==> src/verilog/bps_defines.svh <==
// offsets, field positions, reset values and timing figures of the supervisor
// assumes an 8 ns bus clock; included by the package and the design
`ifndef BPS_DEFINES_SVH
`define BPS_DEFINES_SVH

`define OFS_CTRL        8'h00
`define OFS_SHORT_CFG   8'h04
`define OFS_TRIP_LEVEL  8'h08
`define OFS_TRIP_DELAY  8'h0c
`define OFS_RETRY_LIMIT 8'h10
`define OFS_RETRY_IVAL  8'h14
`define OFS_OUT_CFG     8'h18
`define OFS_VOLT_LIM    8'h1c
`define OFS_TEMP_LIM    8'h20
`define OFS_STATUS      8'h24
`define OFS_OUT_QUERY   8'h28
`define OFS_SOC_QUERY   8'h2c
`define OFS_FLAG_QUERY  8'h30
`define OFS_STATE_QUERY 8'h34

`define CTRL_SW_PACK    0
`define CTRL_SW_LOAD    1
`define CTRL_SW_CHG     2
`define CTRL_SW_BRAKE   3
`define CTRL_AUTO       4
`define CTRL_CLEAR      5
`define CTRL_SCRIPT     6
`define CTRL_BAL_EN     7

`define OUT_POL0        4
`define OUT_MAN0        6

`define CTRL_RST        32'h0000_001f
`define SHORT_RST       32'h0000_0000
`define LEVEL_RST       32'h0064_0064
`define DELAY_RST       32'h01f4_01f4
`define LIMIT_RST       32'h0000_0000
`define IVAL_RST        32'h03e8_03e8
`define OUT_RST         32'h0000_0030
`define VOLT_RST        32'h0bb8_1068
`define TEMP_RST        32'h0005_003c

`define CLK_NS          8
`define MS_NS           1000000
`define SHORT_QUICK_NS  1000
`define SHORT_MED_NS    10000
`define SHORT_SLOW_NS   100000
`define PULSE_STEP_NS   32
`define SYNC_STEPS      9'h101

`endif

==> src/verilog/bps_pkg.sv <==
// types shared by the supervisor and its bench
// relies on bps_defines.svh for all figures
package bps_pkg;
  `include "bps_defines.svh"

  typedef enum logic [1:0]
  {
    CH_CONNECTED = 2'b00,
    CH_RETRY     = 2'b01,
    CH_LOCKED    = 2'b11
  } chan_state_e;

  typedef enum logic [1:0]
  {
    TRIG_NEVER = 2'h0,
    TRIG_TEMP  = 2'h1,
    TRIG_VOLT  = 2'h2,
    TRIG_LOAD  = 2'h3
  } out_trig_e;

  typedef enum logic [1:0]
  {
    RESP_QUICK  = 2'h0,
    RESP_MEDIUM = 2'h1,
    RESP_SLOW   = 2'h2,
    RESP_OFF    = 2'h3
  } short_resp_e;

  typedef struct packed
  {
    logic [15:0] load_amps;
    logic [15:0] charge_amps;
    logic [1:0]  short_seen;
    logic [15:0] max_cell_mv;
    logic [15:0] min_cell_mv;
    logic [7:0]  board_temp;
    logic [23:0] ext_temp;
    logic [2:0]  ext_valid;
    logic [7:0]  soc;
  } meas_s;

  typedef struct packed
  {
    logic balancing_active;
    logic health_error_flag;
    logic internal_fault;
    logic cell_wiring_missing;
    logic hard_fault;
    logic regenerating_state;
  } cond_s;
endpackage

==> src/verilog/battery_protection_supervisor.sv <==
// protection, switch control, output triggers and status reporting
// measurements arrive synchronous to pclk; registers over an apb slave
//
// Function
// [RULE_01] four independent path switches
// [RULE_02] auto trip by default, manual switch control
// [RULE_03] per-channel short response, 3 disables
// [RULE_04] overcurrent trips after level held delay
// [RULE_05] after trip lock or bounded timed retries
// [RULE_06] voltage and temperature limits open paths
// [RULE_07] periodic board temp, up to three externals
// [RULE_08] general outputs never forced off by faults
// [RULE_09] per-output trigger select never/temp/volt/load
// [RULE_10] never trigger leaves output to software
// [RULE_11] defaults active high and never trigger
// [RULE_12] active level while condition holds
// [RULE_13] over-temp clears below limit minus hysteresis
// [RULE_14] outputs are low-side switches to pack negative
// [RULE_15] output readback query returns both outputs
// [RULE_16] status-flag byte layout
// [RULE_17] system-state byte layout
// [RULE_18] continuous pulse train of three values
// [RULE_19] three queries: charge, flags, state
// [RULE_20] zero retries latches off, sets safe lock
// [RULE_21] both bytes updated coherently
`timescale 1ns/1ps
`default_nettype none
`include "bps_defines.svh"

module battery_protection_supervisor
#(
  parameter int NUM_EXT_TEMP = 3,
  parameter int MS_CYC       = `MS_NS / `CLK_NS,
  parameter int SHORT_Q_CYC  = (`SHORT_QUICK_NS + `CLK_NS - 1) / `CLK_NS,
  parameter int SHORT_M_CYC  = (`SHORT_MED_NS + `CLK_NS - 1) / `CLK_NS,
  parameter int SHORT_S_CYC  = (`SHORT_SLOW_NS + `CLK_NS - 1) / `CLK_NS,
  parameter int TEMP_CYC     = `MS_NS / `CLK_NS,
  parameter int STEP_CYC     = (`PULSE_STEP_NS + `CLK_NS - 1) / `CLK_NS
)
(
  input  wire logic            pclk,
  input  wire logic            presetn,
  input  wire logic            psel,
  input  wire logic            penable,
  input  wire logic            pwrite,
  input  wire logic [7:0]      paddr,
  input  wire logic [31:0]     pwdata,
  output var  logic [31:0]     prdata,
  output logic                 pready,
  output logic                 pslverr,
  input  wire bps_pkg::meas_s  meas,
  input  wire bps_pkg::cond_s  cond,
  output var  logic            pack_switch_on,
  output var  logic            load_switch_on,
  output var  logic            charge_switch_on,
  output var  logic            brake_switch_on,
  output var  logic            general_output_one,
  output var  logic            general_output_two,
  output var  logic            pulse_train_report
);
  import bps_pkg::*;

  logic [31:0] ctrl_ff, short_ff, level_ff, delay_ff, limit_ff, ival_ff;
  logic [31:0] outcfg_ff, volt_ff, temp_ff;
  logic        rd_setup, wr_access, fault_clear;
  logic [31:0] nxt_rdata;
  logic        addr_ok;

  chan_state_e chan_ff   [2];
  logic [15:0] oc_ms_ff  [2];
  logic [19:0] sc_cnt_ff [2];
  logic [15:0] wait_ms_ff[2];
  logic [7:0]  tries_ff  [2];
  logic [1:0]  over_amps, oc_trip, sc_trip, trip;
  logic [1:0]  oc_seen_ff, sc_seen_ff;
  logic [19:0] ms_cnt_ff;
  logic        ms_tick;

  logic [7:0]  board_temp_ff;
  logic [19:0] temp_cnt_ff;
  logic [7:0]  max_temp, min_temp;
  logic        ot_ff, ut_flag, ov_flag, uv_flag, auto_on;
  logic [1:0]  gpo_active;
  logic [7:0]  flag_byte, state_byte;

  logic [1:0]  pt_slot_ff;
  logic [8:0]  pt_step_ff;
  logic [19:0] pt_cyc_ff;
  logic [8:0]  pt_high;

  function automatic logic [19:0] short_cycles(input logic [1:0] resp);
    unique case (resp)
      RESP_QUICK:  short_cycles = SHORT_Q_CYC[19:0];
      RESP_MEDIUM: short_cycles = SHORT_M_CYC[19:0];
      default:     short_cycles = SHORT_S_CYC[19:0];
    endcase
  endfunction

  function automatic logic [15:0] half(input logic [31:0] w, input int c);
    half = (c == 0) ? w[15:0] : w[31:16];
  endfunction

  // apb slave: zero wait states, read data captured in setup
  assign rd_setup    = psel && !penable && !pwrite;
  assign wr_access   = psel && penable && pwrite && addr_ok;
  assign pready      = 1'b1;
  assign pslverr     = psel && penable && !addr_ok;
  assign addr_ok     = (paddr[1:0] == 2'b00) && (paddr <= `OFS_STATE_QUERY);
  assign fault_clear = wr_access && (paddr == `OFS_CTRL) && pwdata[`CTRL_CLEAR];
  assign auto_on     = ctrl_ff[`CTRL_AUTO];

  always_ff @(posedge pclk or negedge presetn)
  begin
    if (!presetn)
    begin
      ctrl_ff   <= `CTRL_RST;
      short_ff  <= `SHORT_RST;
      level_ff  <= `LEVEL_RST;
      delay_ff  <= `DELAY_RST;
      limit_ff  <= `LIMIT_RST;
      ival_ff   <= `IVAL_RST;
      outcfg_ff <= `OUT_RST;
      volt_ff   <= `VOLT_RST;
      temp_ff   <= `TEMP_RST;
    end
    else if (wr_access)
    begin
      unique case (paddr)
        // clear bit is a strobe and never stored
        `OFS_CTRL:        ctrl_ff   <= pwdata & ~(32'h1 << `CTRL_CLEAR);
        `OFS_SHORT_CFG:   short_ff  <= {28'h0, pwdata[3:0]};
        `OFS_TRIP_LEVEL:  level_ff  <= pwdata;
        `OFS_TRIP_DELAY:  delay_ff  <= pwdata;
        `OFS_RETRY_LIMIT: limit_ff  <= {16'h0, pwdata[15:0]};
        `OFS_RETRY_IVAL:  ival_ff   <= pwdata;
        `OFS_OUT_CFG:     outcfg_ff <= {24'h0, pwdata[7:0]};
        `OFS_VOLT_LIM:    volt_ff   <= pwdata;
        `OFS_TEMP_LIM:    temp_ff   <= {8'h0, pwdata[23:0]};
        default:          ;
      endcase
    end
  end

  always_comb
  begin
    nxt_rdata = 32'h0;
    unique case (paddr)
      `OFS_CTRL:        nxt_rdata = ctrl_ff;
      `OFS_SHORT_CFG:   nxt_rdata = short_ff;
      `OFS_TRIP_LEVEL:  nxt_rdata = level_ff;
      `OFS_TRIP_DELAY:  nxt_rdata = delay_ff;
      `OFS_RETRY_LIMIT: nxt_rdata = limit_ff;
      `OFS_RETRY_IVAL:  nxt_rdata = ival_ff;
      `OFS_OUT_CFG:     nxt_rdata = outcfg_ff;
      `OFS_VOLT_LIM:    nxt_rdata = volt_ff;
      `OFS_TEMP_LIM:    nxt_rdata = temp_ff;
      `OFS_STATUS:      nxt_rdata = {2'h0, general_output_two, general_output_one,
                                     brake_switch_on, charge_switch_on,
                                     load_switch_on, pack_switch_on,
                                     meas.soc, state_byte, flag_byte};
      // [RULE_15] output readback
      `OFS_OUT_QUERY:   nxt_rdata = {30'h0, general_output_two, general_output_one};
      // [RULE_19] three queries
      `OFS_SOC_QUERY:   nxt_rdata = {24'h0, meas.soc};
      `OFS_FLAG_QUERY:  nxt_rdata = {24'h0, flag_byte};
      `OFS_STATE_QUERY: nxt_rdata = {24'h0, state_byte};
      default:          nxt_rdata = 32'h0;
    endcase
  end

  always_ff @(posedge pclk or negedge presetn)
  begin
    if (!presetn)
      prdata <= 32'h0;
    else if (rd_setup)
      prdata <= nxt_rdata;
  end

  // millisecond base for trip and retry timers
  assign ms_tick = (ms_cnt_ff == 20'(MS_CYC - 1));

  always_ff @(posedge pclk or negedge presetn)
  begin
    if (!presetn)
      ms_cnt_ff <= 20'h0;
    else
      ms_cnt_ff <= ms_tick ? 20'h0 : ms_cnt_ff + 20'h1;
  end

  always_comb
  begin
    for (int c = 0; c < 2; c++)
    begin
      over_amps[c] = ((c == 0) ? meas.load_amps : meas.charge_amps) > half(level_ff, c);
      // [RULE_04] level held for the delay
      oc_trip[c]   = over_amps[c] && (oc_ms_ff[c] >= half(delay_ff, c));
      // [RULE_03] response select, off never trips
      sc_trip[c]   = meas.short_seen[c] && (short_ff[2*c +: 2] != RESP_OFF)
                     && (sc_cnt_ff[c] >= short_cycles(short_ff[2*c +: 2]));
      trip[c]      = auto_on && (chan_ff[c] == CH_CONNECTED) && (oc_trip[c] || sc_trip[c]);
    end
  end

  always_ff @(posedge pclk or negedge presetn)
  begin
    if (!presetn)
    begin
      for (int c = 0; c < 2; c++)
      begin
        chan_ff[c]    <= CH_CONNECTED;
        oc_ms_ff[c]   <= 16'h0;
        sc_cnt_ff[c]  <= 20'h0;
        wait_ms_ff[c] <= 16'h0;
        tries_ff[c]   <= 8'h0;
      end
    end
    else
    begin
      for (int c = 0; c < 2; c++)
      begin
        if (chan_ff[c] != CH_CONNECTED || !over_amps[c])
          oc_ms_ff[c] <= 16'h0;
        else if (ms_tick && oc_ms_ff[c] != 16'hffff)
          oc_ms_ff[c] <= oc_ms_ff[c] + 16'h1;
        if (chan_ff[c] != CH_CONNECTED || !meas.short_seen[c])
          sc_cnt_ff[c] <= 20'h0;
        else if (sc_cnt_ff[c] != 20'hfffff)
          sc_cnt_ff[c] <= sc_cnt_ff[c] + 20'h1;
        unique case (chan_ff[c])
          CH_CONNECTED:
          begin
            wait_ms_ff[c] <= 16'h0;
            // [RULE_05] retry while budget remains
            // [RULE_20] zero budget latches off
            if (trip[c])
              chan_ff[c] <= (tries_ff[c] < limit_ff[8*c +: 8]) ? CH_RETRY : CH_LOCKED;
          end
          CH_RETRY:
          begin
            if (wait_ms_ff[c] >= half(ival_ff, c))
            begin
              chan_ff[c]  <= CH_CONNECTED;
              tries_ff[c] <= tries_ff[c] + 8'h1;
            end
            else if (ms_tick)
              wait_ms_ff[c] <= wait_ms_ff[c] + 16'h1;
          end
          CH_LOCKED:
          begin
            if (fault_clear)
            begin
              chan_ff[c]  <= CH_CONNECTED;
              tries_ff[c] <= 8'h0;
            end
          end
          default: chan_ff[c] <= CH_LOCKED;
        endcase
      end
    end
  end

  // trip causes are sticky; a trip in the clear cycle survives
  always_ff @(posedge pclk or negedge presetn)
  begin
    if (!presetn)
    begin
      oc_seen_ff <= 2'b00;
      sc_seen_ff <= 2'b00;
    end
    else
    begin
      oc_seen_ff <= (fault_clear ? 2'b00 : oc_seen_ff) | (trip & oc_trip);
      sc_seen_ff <= (fault_clear ? 2'b00 : sc_seen_ff) | (trip & sc_trip);
    end
  end

  // [RULE_07] periodic board sample
  always_ff @(posedge pclk or negedge presetn)
  begin
    if (!presetn)
    begin
      temp_cnt_ff   <= 20'h0;
      board_temp_ff <= 8'h0;
    end
    else if (temp_cnt_ff == 20'(TEMP_CYC - 1))
    begin
      temp_cnt_ff   <= 20'h0;
      board_temp_ff <= meas.board_temp;
    end
    else
      temp_cnt_ff <= temp_cnt_ff + 20'h1;
  end

  always_comb
  begin
    max_temp = board_temp_ff;
    min_temp = board_temp_ff;
    for (int s = 0; s < NUM_EXT_TEMP && s < 3; s++)
    begin
      if (meas.ext_valid[s] && meas.ext_temp[8*s +: 8] > max_temp)
        max_temp = meas.ext_temp[8*s +: 8];
      if (meas.ext_valid[s] && meas.ext_temp[8*s +: 8] < min_temp)
        min_temp = meas.ext_temp[8*s +: 8];
    end
  end

  // [RULE_06] limit checks
  assign ov_flag = meas.max_cell_mv > volt_ff[15:0];
  assign uv_flag = meas.min_cell_mv < volt_ff[31:16];
  assign ut_flag = min_temp < temp_ff[15:8];

  // [RULE_13] clear below limit minus hysteresis
  always_ff @(posedge pclk or negedge presetn)
  begin
    if (!presetn)
      ot_ff <= 1'b0;
    else if (max_temp > temp_ff[7:0])
      ot_ff <= 1'b1;
    else if ({1'b0, max_temp} + {1'b0, temp_ff[23:16]} < {1'b0, temp_ff[7:0]})
      ot_ff <= 1'b0;
  end

  // [RULE_01] independent switches
  // [RULE_02] auto protection gates manual pack, load and charge requests; brake is only forced on
  always_ff @(posedge pclk or negedge presetn)
  begin
    if (!presetn)
    begin
      pack_switch_on   <= 1'b0;
      load_switch_on   <= 1'b0;
      charge_switch_on <= 1'b0;
      brake_switch_on  <= 1'b0;
    end
    else
    begin
      pack_switch_on   <= ctrl_ff[`CTRL_SW_PACK] && !(auto_on && (ot_ff || ut_flag));
      load_switch_on   <= ctrl_ff[`CTRL_SW_LOAD] && chan_ff[0] == CH_CONNECTED
                          && !(auto_on && (uv_flag || ot_ff || ut_flag));
      charge_switch_on <= ctrl_ff[`CTRL_SW_CHG] && chan_ff[1] == CH_CONNECTED
                          && !(auto_on && (ov_flag || ot_ff || ut_flag));
      // regenerated energy goes to the resistor when cells are full
      brake_switch_on  <= ctrl_ff[`CTRL_SW_BRAKE]
                          || (auto_on && ov_flag && cond.regenerating_state);
    end
  end

  // [RULE_09] trigger select
  // [RULE_10] never follows the software bit
  // [RULE_08] no fault gating on these outputs
  always_comb
  begin
    for (int k = 0; k < 2; k++)
    begin
      unique case (out_trig_e'(outcfg_ff[2*k +: 2]))
        TRIG_NEVER: gpo_active[k] = outcfg_ff[`OUT_MAN0 + k];
        TRIG_TEMP:  gpo_active[k] = ot_ff;
        TRIG_VOLT:  gpo_active[k] = ov_flag;
        TRIG_LOAD:  gpo_active[k] = |oc_seen_ff || |sc_seen_ff;
      endcase
    end
  end

  // [RULE_11] polarity picks the active level
  // [RULE_12] level follows the condition
  // [RULE_14] high turns the low-side switch on
  always_ff @(posedge pclk or negedge presetn)
  begin
    if (!presetn)
    begin
      general_output_one <= 1'b0;
      general_output_two <= 1'b0;
    end
    else
    begin
      general_output_one <= outcfg_ff[`OUT_POL0] ? gpo_active[0] : !gpo_active[0];
      general_output_two <= outcfg_ff[`OUT_POL0 + 1] ? gpo_active[1] : !gpo_active[1];
    end
  end

  // [RULE_16] flag byte
  // [RULE_21] built from current state, no extra stage
  assign flag_byte = {ctrl_ff[`CTRL_SCRIPT], cond.balancing_active,
                      cond.health_error_flag, cond.internal_fault,
                      uv_flag, ov_flag, |sc_seen_ff, |oc_seen_ff};
  // [RULE_17] state byte
  assign state_byte = {1'b0, cond.cell_wiring_missing, cond.hard_fault,
                       chan_ff[0] == CH_LOCKED || chan_ff[1] == CH_LOCKED,
                       cond.regenerating_state, load_switch_on,
                       ctrl_ff[`CTRL_BAL_EN], charge_switch_on};

  // [RULE_18] sync pulse, then charge, flags, state; high for value+1 steps
  always_comb
  begin
    unique case (pt_slot_ff)
      2'd0:    pt_high = `SYNC_STEPS;
      2'd1:    pt_high = {1'b0, meas.soc} + 9'h1;
      2'd2:    pt_high = {1'b0, flag_byte} + 9'h1;
      default: pt_high = {1'b0, state_byte} + 9'h1;
    endcase
  end

  always_ff @(posedge pclk or negedge presetn)
  begin
    if (!presetn)
    begin
      pt_cyc_ff          <= 20'h0;
      pt_step_ff         <= 9'h0;
      pt_slot_ff         <= 2'd0;
      pulse_train_report <= 1'b0;
    end
    else
    begin
      pulse_train_report <= pt_step_ff < pt_high;
      if (pt_cyc_ff == 20'(STEP_CYC - 1))
      begin
        pt_cyc_ff <= 20'h0;
        if (pt_step_ff == `SYNC_STEPS + 9'h1)
        begin
          pt_step_ff <= 9'h0;
          pt_slot_ff <= pt_slot_ff + 2'd1;
        end
        else
          pt_step_ff <= pt_step_ff + 9'h1;
      end
      else
        pt_cyc_ff <= pt_cyc_ff + 20'h1;
    end
  end
endmodule
`default_nettype wire

==> config.mk <==
export PLATFORM = sky130hd
export DESIGN_NAME = battery_protection_supervisor
export DESIGN_NICKNAME = d
export VERILOG_FILES = /design/src/verilog/bps_pkg.sv /design/src/verilog/battery_protection_supervisor.sv
export VERILOG_INCLUDE_DIRS = /design/src /design/src/verilog
export SDC_FILE = /design/constraint.sdc
export NUM_CORES = 1
export LEC_CHECK = 0
export BUFFER_PORTS_ARGS = -buffer_cell sky130_fd_sc_hd__buf_4
export CAP_MARGIN = 20
export CORE_MARGIN = 1.5
export CORE_UTILIZATION = 30
export DETAILED_ROUTE_END_ITERATION = 10
export SETUP_SLACK_MARGIN = 0.4
export SLEW_MARGIN = 10
export SYNTH_ARGS = -nofsm -noshare
export SYNTH_HDL_FRONTEND = slang
export SYNTH_SLANG_ARGS = --single-unit
==> constraint.sdc <==
create_clock -name pclk -period 7.9 [get_ports pclk]
set_input_delay 1.58 -clock pclk [delete_from_list [all_inputs] [get_ports pclk]]
set_output_delay 1.58 -clock pclk [all_outputs]
set_load 0.01 [all_outputs]
---- Word-level counts from Yosys, hierarchy flattened ----
Cells that the tools add are included.
W data, S select, Z words.
word-level totals
  register bits ........................... 458
  latch bits .............................. 0
  bits in writable memories ............... 0
  memory bits (read-only) ................. 0
  input bits .............................. 160
  logic and storage cells ................. 278
  memories ................................ 0
operators by class
  add/sub/neg operators ................... 17
  $mul .................................... 0
  divide/modulo/power cells ............... 0
  magnitude comparators ................... 23
  eq/ne operators ......................... 47
  shift-type cells ........................ 0
  multiplexer cells ....................... 50
  bitwise logic cells ..................... 4
  reductions and logical operators ........ 101
operators by type and width
  cell                     count
  $pmux W32 S14            1
  $mux W20                 7
  $mux W16                 8
  $add A20 B1 Y20 const B  5
  $mux W8                  9
  $add A16 B1 Y16 const B  4
  $ge A16 B16 Y1           4
  $pmux W16 S2             2
  $pmux W14 S2             2
  $eq A8 B6 Y1 const B     6
  $gt A16 B16 Y1           3
  $lt A8 B8 Y1             6
  $eq A20 B17 Y1 const B   2
  $ge A20 B20 Y1           2
  $ne A20 B20 Y1 const B   2
  $logic_and A1 B1 Y1      37
  $eq A8 B5 Y1 const B     4
  $gt A8 B8 Y1             4
  $ne A16 B16 Y1 const B   2
  $pmux W8 S2              2
  $pmux W9 S3              1
  $ne A2 B2 Y1 const B     12
  $reduce_bool A2 Y1       11
  $eq A20 B2 Y1 const B    1
  other kinds (29)         105

---- Depth between registers and ports, before layout ----
  depth after elaboration ................. 14
  depth in mapped cells ................... 39
  depth with buffers taken out ............ 37

---- Worst setup path before layout ----
Ideal clock, no wire load.
  path kind ............................... input port to flip-flop
  start ................................... input meas[12] in the netlist's numbering
  end ..................................... register ot_ff
  arrival time ............................ 7881 ps
  path slack .............................. -102 ps
  stages .................................. 35
  path buffers ............................ 2
  path through ............................ ha_1 -> nor2b_1 -> o211ai_1 -> a21o_1 -> a21oi_2 -> mux2i_1 -> ha_1 -> nor2b_1 -> o21a_1 -> o21ai_0 -> a21oi_1 -> o221ai_1 -> clkbuf_1 -> nand2_1 -> o21ai_0 -> ha_1 -> a21o_1 -> a21o_1 -> a21oi_1 -> o21ai_0 -> o211a_1 -> clkbuf_1 -> o21ai_0 -> ha_1 -> a21o_1 -> a21oi_1 -> o21bai_1 -> a21oi_1 -> xnor2_1 -> ha_1 -> a211oi_1 -> o21ai_0 -> o211ai_1 -> nand3_1 -> a22o_1
on the way
  cells in the longest elaborated chain, start to end .. 12
  elaborated cells between the ends (all ways) .. 14
  classes of those cells .................. add/sub (1); order compare (5); mux (4); reduce/logical (4)
RTL lines
  item                          line                                  source
  start: declaration            battery_protection_supervisor.sv:51   input wire bps_pkg::meas_s meas,
  $gt A8 B8 Y1                  battery_protection_supervisor.sv:300  if (meas.ext_valid[s] && meas.ext_temp[8*s +: 8] > max_temp)
  $logic_and A1 B1 Y1           battery_protection_supervisor.sv:300
  $mux W8 *                     battery_protection_supervisor.sv:300
  $gt A8 B8 Y1                  battery_protection_supervisor.sv:300
  $logic_and A1 B1 Y1           battery_protection_supervisor.sv:300
  $mux W8 *                     battery_protection_supervisor.sv:300
  $gt A8 B8 Y1                  battery_protection_supervisor.sv:300
  $logic_and A1 B1 Y1           battery_protection_supervisor.sv:300
  $mux W8 *                     battery_protection_supervisor.sv:300
  $add A8 B8 Y9                 battery_protection_supervisor.sv:319  else if ({1'b0, max_temp} + {1'b0, temp_ff[23:16]} < {1'b0, temp_ff[7:0]})
  $lt A9 B8 Y1                  battery_protection_supervisor.sv:319
  $reduce_bool A2 Y1 (no line)  --
  end signal: assignment        battery_protection_supervisor.sv:316  ot_ff <= 1'b0;
  end signal: assignment        battery_protection_supervisor.sv:318  ot_ff <= 1'b1;
  end signal: assignment        battery_protection_supervisor.sv:320  ot_ff <= 1'b0;
  end: declaration              battery_protection_supervisor.sv:82   logic ot_ff, ut_flag, ov_flag, uv_flag, auto_on;
Mark *: on every way between the ends. The rest lies on a longest branch, timed or not.
A chain may end at the register's enable or synchronous reset.

---- Final worst setup path ----
  start ................................... input meas[16] in the netlist's numbering
  end ..................................... register ot_ff
Same word-level chain as after synthesis.

==> results.sh <==
export IMPL_ios=201
export IMPL_power_total_mw=5.37
export IMPL_setup_viol=0
export IMPL_synth_top_family_by_area="simple AND/OR/NAND/NOR gates"
export IMPL_worstMarginPinSlew_ns=1.17
export IMPL_synth_edff_count=0
export IMPL_arrival_ns=7.68
export IMPL_yosys_warnings=0
export IMPL_max_slew_margin_pct=21.7
export IMPL_cts_tree="yes"
export IMPL_areaGrowthSynthToFinish_pct=18.2
export IMPL_clk_pin_slew_ns=0.06
export IMPL_dp_hpwl_um=65900
export IMPL_design_final_nets=3528
export IMPL_cp_required_ns=8.40
export IMPL_grt_max_degree=177
export IMPL_layout_commonest_cell="dfrtp_1"
export IMPL_muxShareOfSynthArea_pct=3.77
export IMPL_antenna_found_initial=2
export IMPL_status="finished, final reports clean"
export IMPL_syn_area_mm2=0.0271
export IMPL_grt_pass1_wl_um=135000
export IMPL_dieArea_mm2=0.0923
export IMPL_clock_latency_ns=0.64
export IMPL_drive_gt1_share_pct=15.4
export IMPL_wl_per_cell_um=20.3
export IMPL_maxSlewViolCount=0
export IMPL_synth_cells=2903
export IMPL_power_leakage_nw=15.1
export IMPL_max_stage_delay_ns=0.31
export IMPL_clock_skew_ns=0.0303
export IMPL_cts_htree_levels=2
export IMPL_synth_seq_cells=458
export IMPL_drv_cap=0
export IMPL_hold_class="reg2reg"
export IMPL_drt_iter0_drc=2064
export IMPL_cts_num_sinks=458
export IMPL_synthAdderAreaFrac_pct=11.9
export IMPL_cp_end_kind="flop"
export IMPL_die_x_um=304
export IMPL_p_per_area_mw_per_mm2=167
export IMPL_synthSimpleGateAreaFrac_pct=16.7
export IMPL_critical_path_slowest_cell="a211o_1"
export IMPL_wirelength_um=87800
export IMPL_grt_overflow_total=0
export IMPL_fillCellCount=9074
export IMPL_ir_drop_mv=0.156
export IMPL_critPathKind="in2reg"
export IMPL_root_buffer="clkbuf_16"
export IMPL_fmax_mhz=139
export IMPL_core_mm2=0.0899
export IMPL_async_flop_share_pct=100
export IMPL_vias=22700
export IMPL_crit_path_max_fanout=14
export IMPL_drc_errors=0
export IMPL_viasPerCell=5.25
export IMPL_min_period_ns=7.18
export IMPL_fin_crit_sh_pct=90.9
export IMPL_rrSetupSlack_ns=1.35
export IMPL_syn_avg_cell_area_um2=9.35
export IMPL_drtAntennaViolNets=0
export IMPL_hold_violations=0
export IMPL_final_cell_mix="404 x dfrtp_1, 342 x nand2_1, 257 x ha_1"
export IMPL_core_rowCount=110
export IMPL_place_gp_congestion=0.906
export IMPL_track_usage_pct=18.8
export IMPL_worst_path_most_repeated_cell="ha_1"
export IMPL_rsz0062_at_grt="yes"
export IMPL_ys_types=76
export IMPL_syn_num_nets=3321
export IMPL_seq_area_frac_synth_pct=42.5
export IMPL_grt_pass1_vias=21800
export IMPL_crit_path_start_kind="input pin"
export IMPL_synth_flop_cell="dfrtp_1"
export IMPL_cts_buffers=53
export IMPL_cts_hold_buf=0
export IMPL_clock_path_buffers=3
export IMPL_start_util_pct=30.2
export IMPL_dieHeight_um=304
export IMPL_io_buffers=199
export IMPL_synthXorXnorAreaFrac_pct=5.04
export IMPL_dr_pass1_iters=5
export IMPL_synth_compound_area_share_pct=15.6
export IMPL_tns_ns=0
==> power breakdown <==
part           switching, mW  internal (mW)
clock                   1.04           1.54
sequential            0.0264           2.38
combinational          0.237          0.155
total                   1.30           4.07
==> cell type report <==
type	instances	area [um2]	share of cell area, %
inverters	218	818	2.55
clock buffers	79	1490	4.66
flip-flops and latches	458	11500	35.9
clock inverters	19	309	0.963
repair buffers	251	1930	6.02
diodes	1	2.50	0.00780
multi-input cells	2128	14500	45.3
well taps	1176	1470	4.59
==> cell families after synthesis <==
| logic type | Yosys count |
|---|---|
| AND/OR/NAND/NOR | 959 |
| AO/OA/AOI/OAI | 662 |
| flip-flops | 458 |
| buffers and inverters | 317 |
| adder cells (fa/ha/maj) | 258 |
| XOR/XNOR | 156 |
| multiplexers | 92 |
| other | 1 |
==> stage by stage <==
stage	cells	hold WS [ns]	area (um2)	utilization, %	worst slack [ns]
floorplan	2903	0.443	27200	-	0.402
global placement	4221	0.459	30200	33.5	0.0639
detailed placement	4223	0.459	30200	33.6	-0.0340
CTS	4321	0.471	32000	35.6	0.615
global route	4330	0.506	32100	35.7	0.213
finish	4330	0.466	32100	35.7	0.716
==> flip-flops by register name (all words and copies together) (netlist names), 24 cells and up <==
name	count
delay_ff	32
volt_ff	32
oc_ms_ff	32
ctrl_ff	31
wait_ms_ff	32
level_ff	32
ival_ff	32
temp_ff	24
sc_cnt_ff	40
prdata	32
==> metal layers <==
metal	GRT usage (%)	vias to the layer above	wire [um]
li1	-	10800	-
met1	27.0	11100	40600
met2	28.5	738	38100
met3	4.08	119	7060
met4	4.78	2	2080
met5	0	-	13
==> final timing paths <==
kind / start / end / cells past startpoint
worst max-delay path: meas[16] / ot_ff / 39
worst min-delay path: ms_cnt_ff[19] / ms_cnt_ff[19] / 1
worst max register to register: board_temp_ff[5] / ot_ff / 39
worst min register to register: ms_cnt_ff[19] / ms_cnt_ff[19] / 1
max in group asynchronous: presetn / sc_cnt_ff[9] / 2
min in group asynchronous: presetn / temp_cnt_ff[15] / 1
==> repair_timing <==
action	4_1_cts	5_1_grt
endpoints found under the hold margin	0	0
gates resized for setup	0	13
buffers inserted	0	5
endpoints found under the setup margin	0	4
==> critical path, delay by kind of cell <==
kind | cells | cell delay, ns
AO/OA/AOI/OAI | 23 | 3.36
AND/OR/NAND/NOR | 4 | 0.39
buffers and inverters | 6 | 0.89
adder cells (fa/ha/maj) | 5 | 1.33
XOR/XNOR | 1 | 0.13
==> Yosys cell counts, types with 11 or more instances <==
master | instances | share of area (%)
a31oi_1 | 49 | 1.1
dfstp_2 | 54 | 5.2
o211ai_1 | 15 | 0.42
xor2_1 | 80 | 2.6
a22oi_1 | 22 | 0.61
mux2_2 | 62 | 2.6
or3_1 | 19 | 0.44
a222oi_1 | 14 | 0.52
ha_1 | 257 | 12
nand3_1 | 107 | 2.0
inv_1 | 218 | 3.0
a211oi_1 | 12 | 0.33
nand4_1 | 53 | 1.2
and3_1 | 36 | 0.83
nor3_1 | 49 | 0.90
mux2i_1 | 28 | 1.0
clkbuf_1 | 91 | 1.3
dfrtp_1 | 404 | 37
xnor2_1 | 76 | 2.5
and2_1 | 12 | 0.28
nor4_1 | 18 | 0.42
and4_1 | 19 | 0.61
nand2b_1 | 18 | 0.42
nor2b_1 | 24 | 0.55
o21a_1 | 11 | 0.30
nand2_1 | 342 | 4.7
a22o_1 | 44 | 1.4
a21o_1 | 38 | 1.1
o21ai_0 | 252 | 4.6
a221oi_1 | 48 | 1.5
a21oi_1 | 98 | 1.8
nor2_1 | 219 | 3.0
Note: power is estimated with default switching activity, not from simulation.
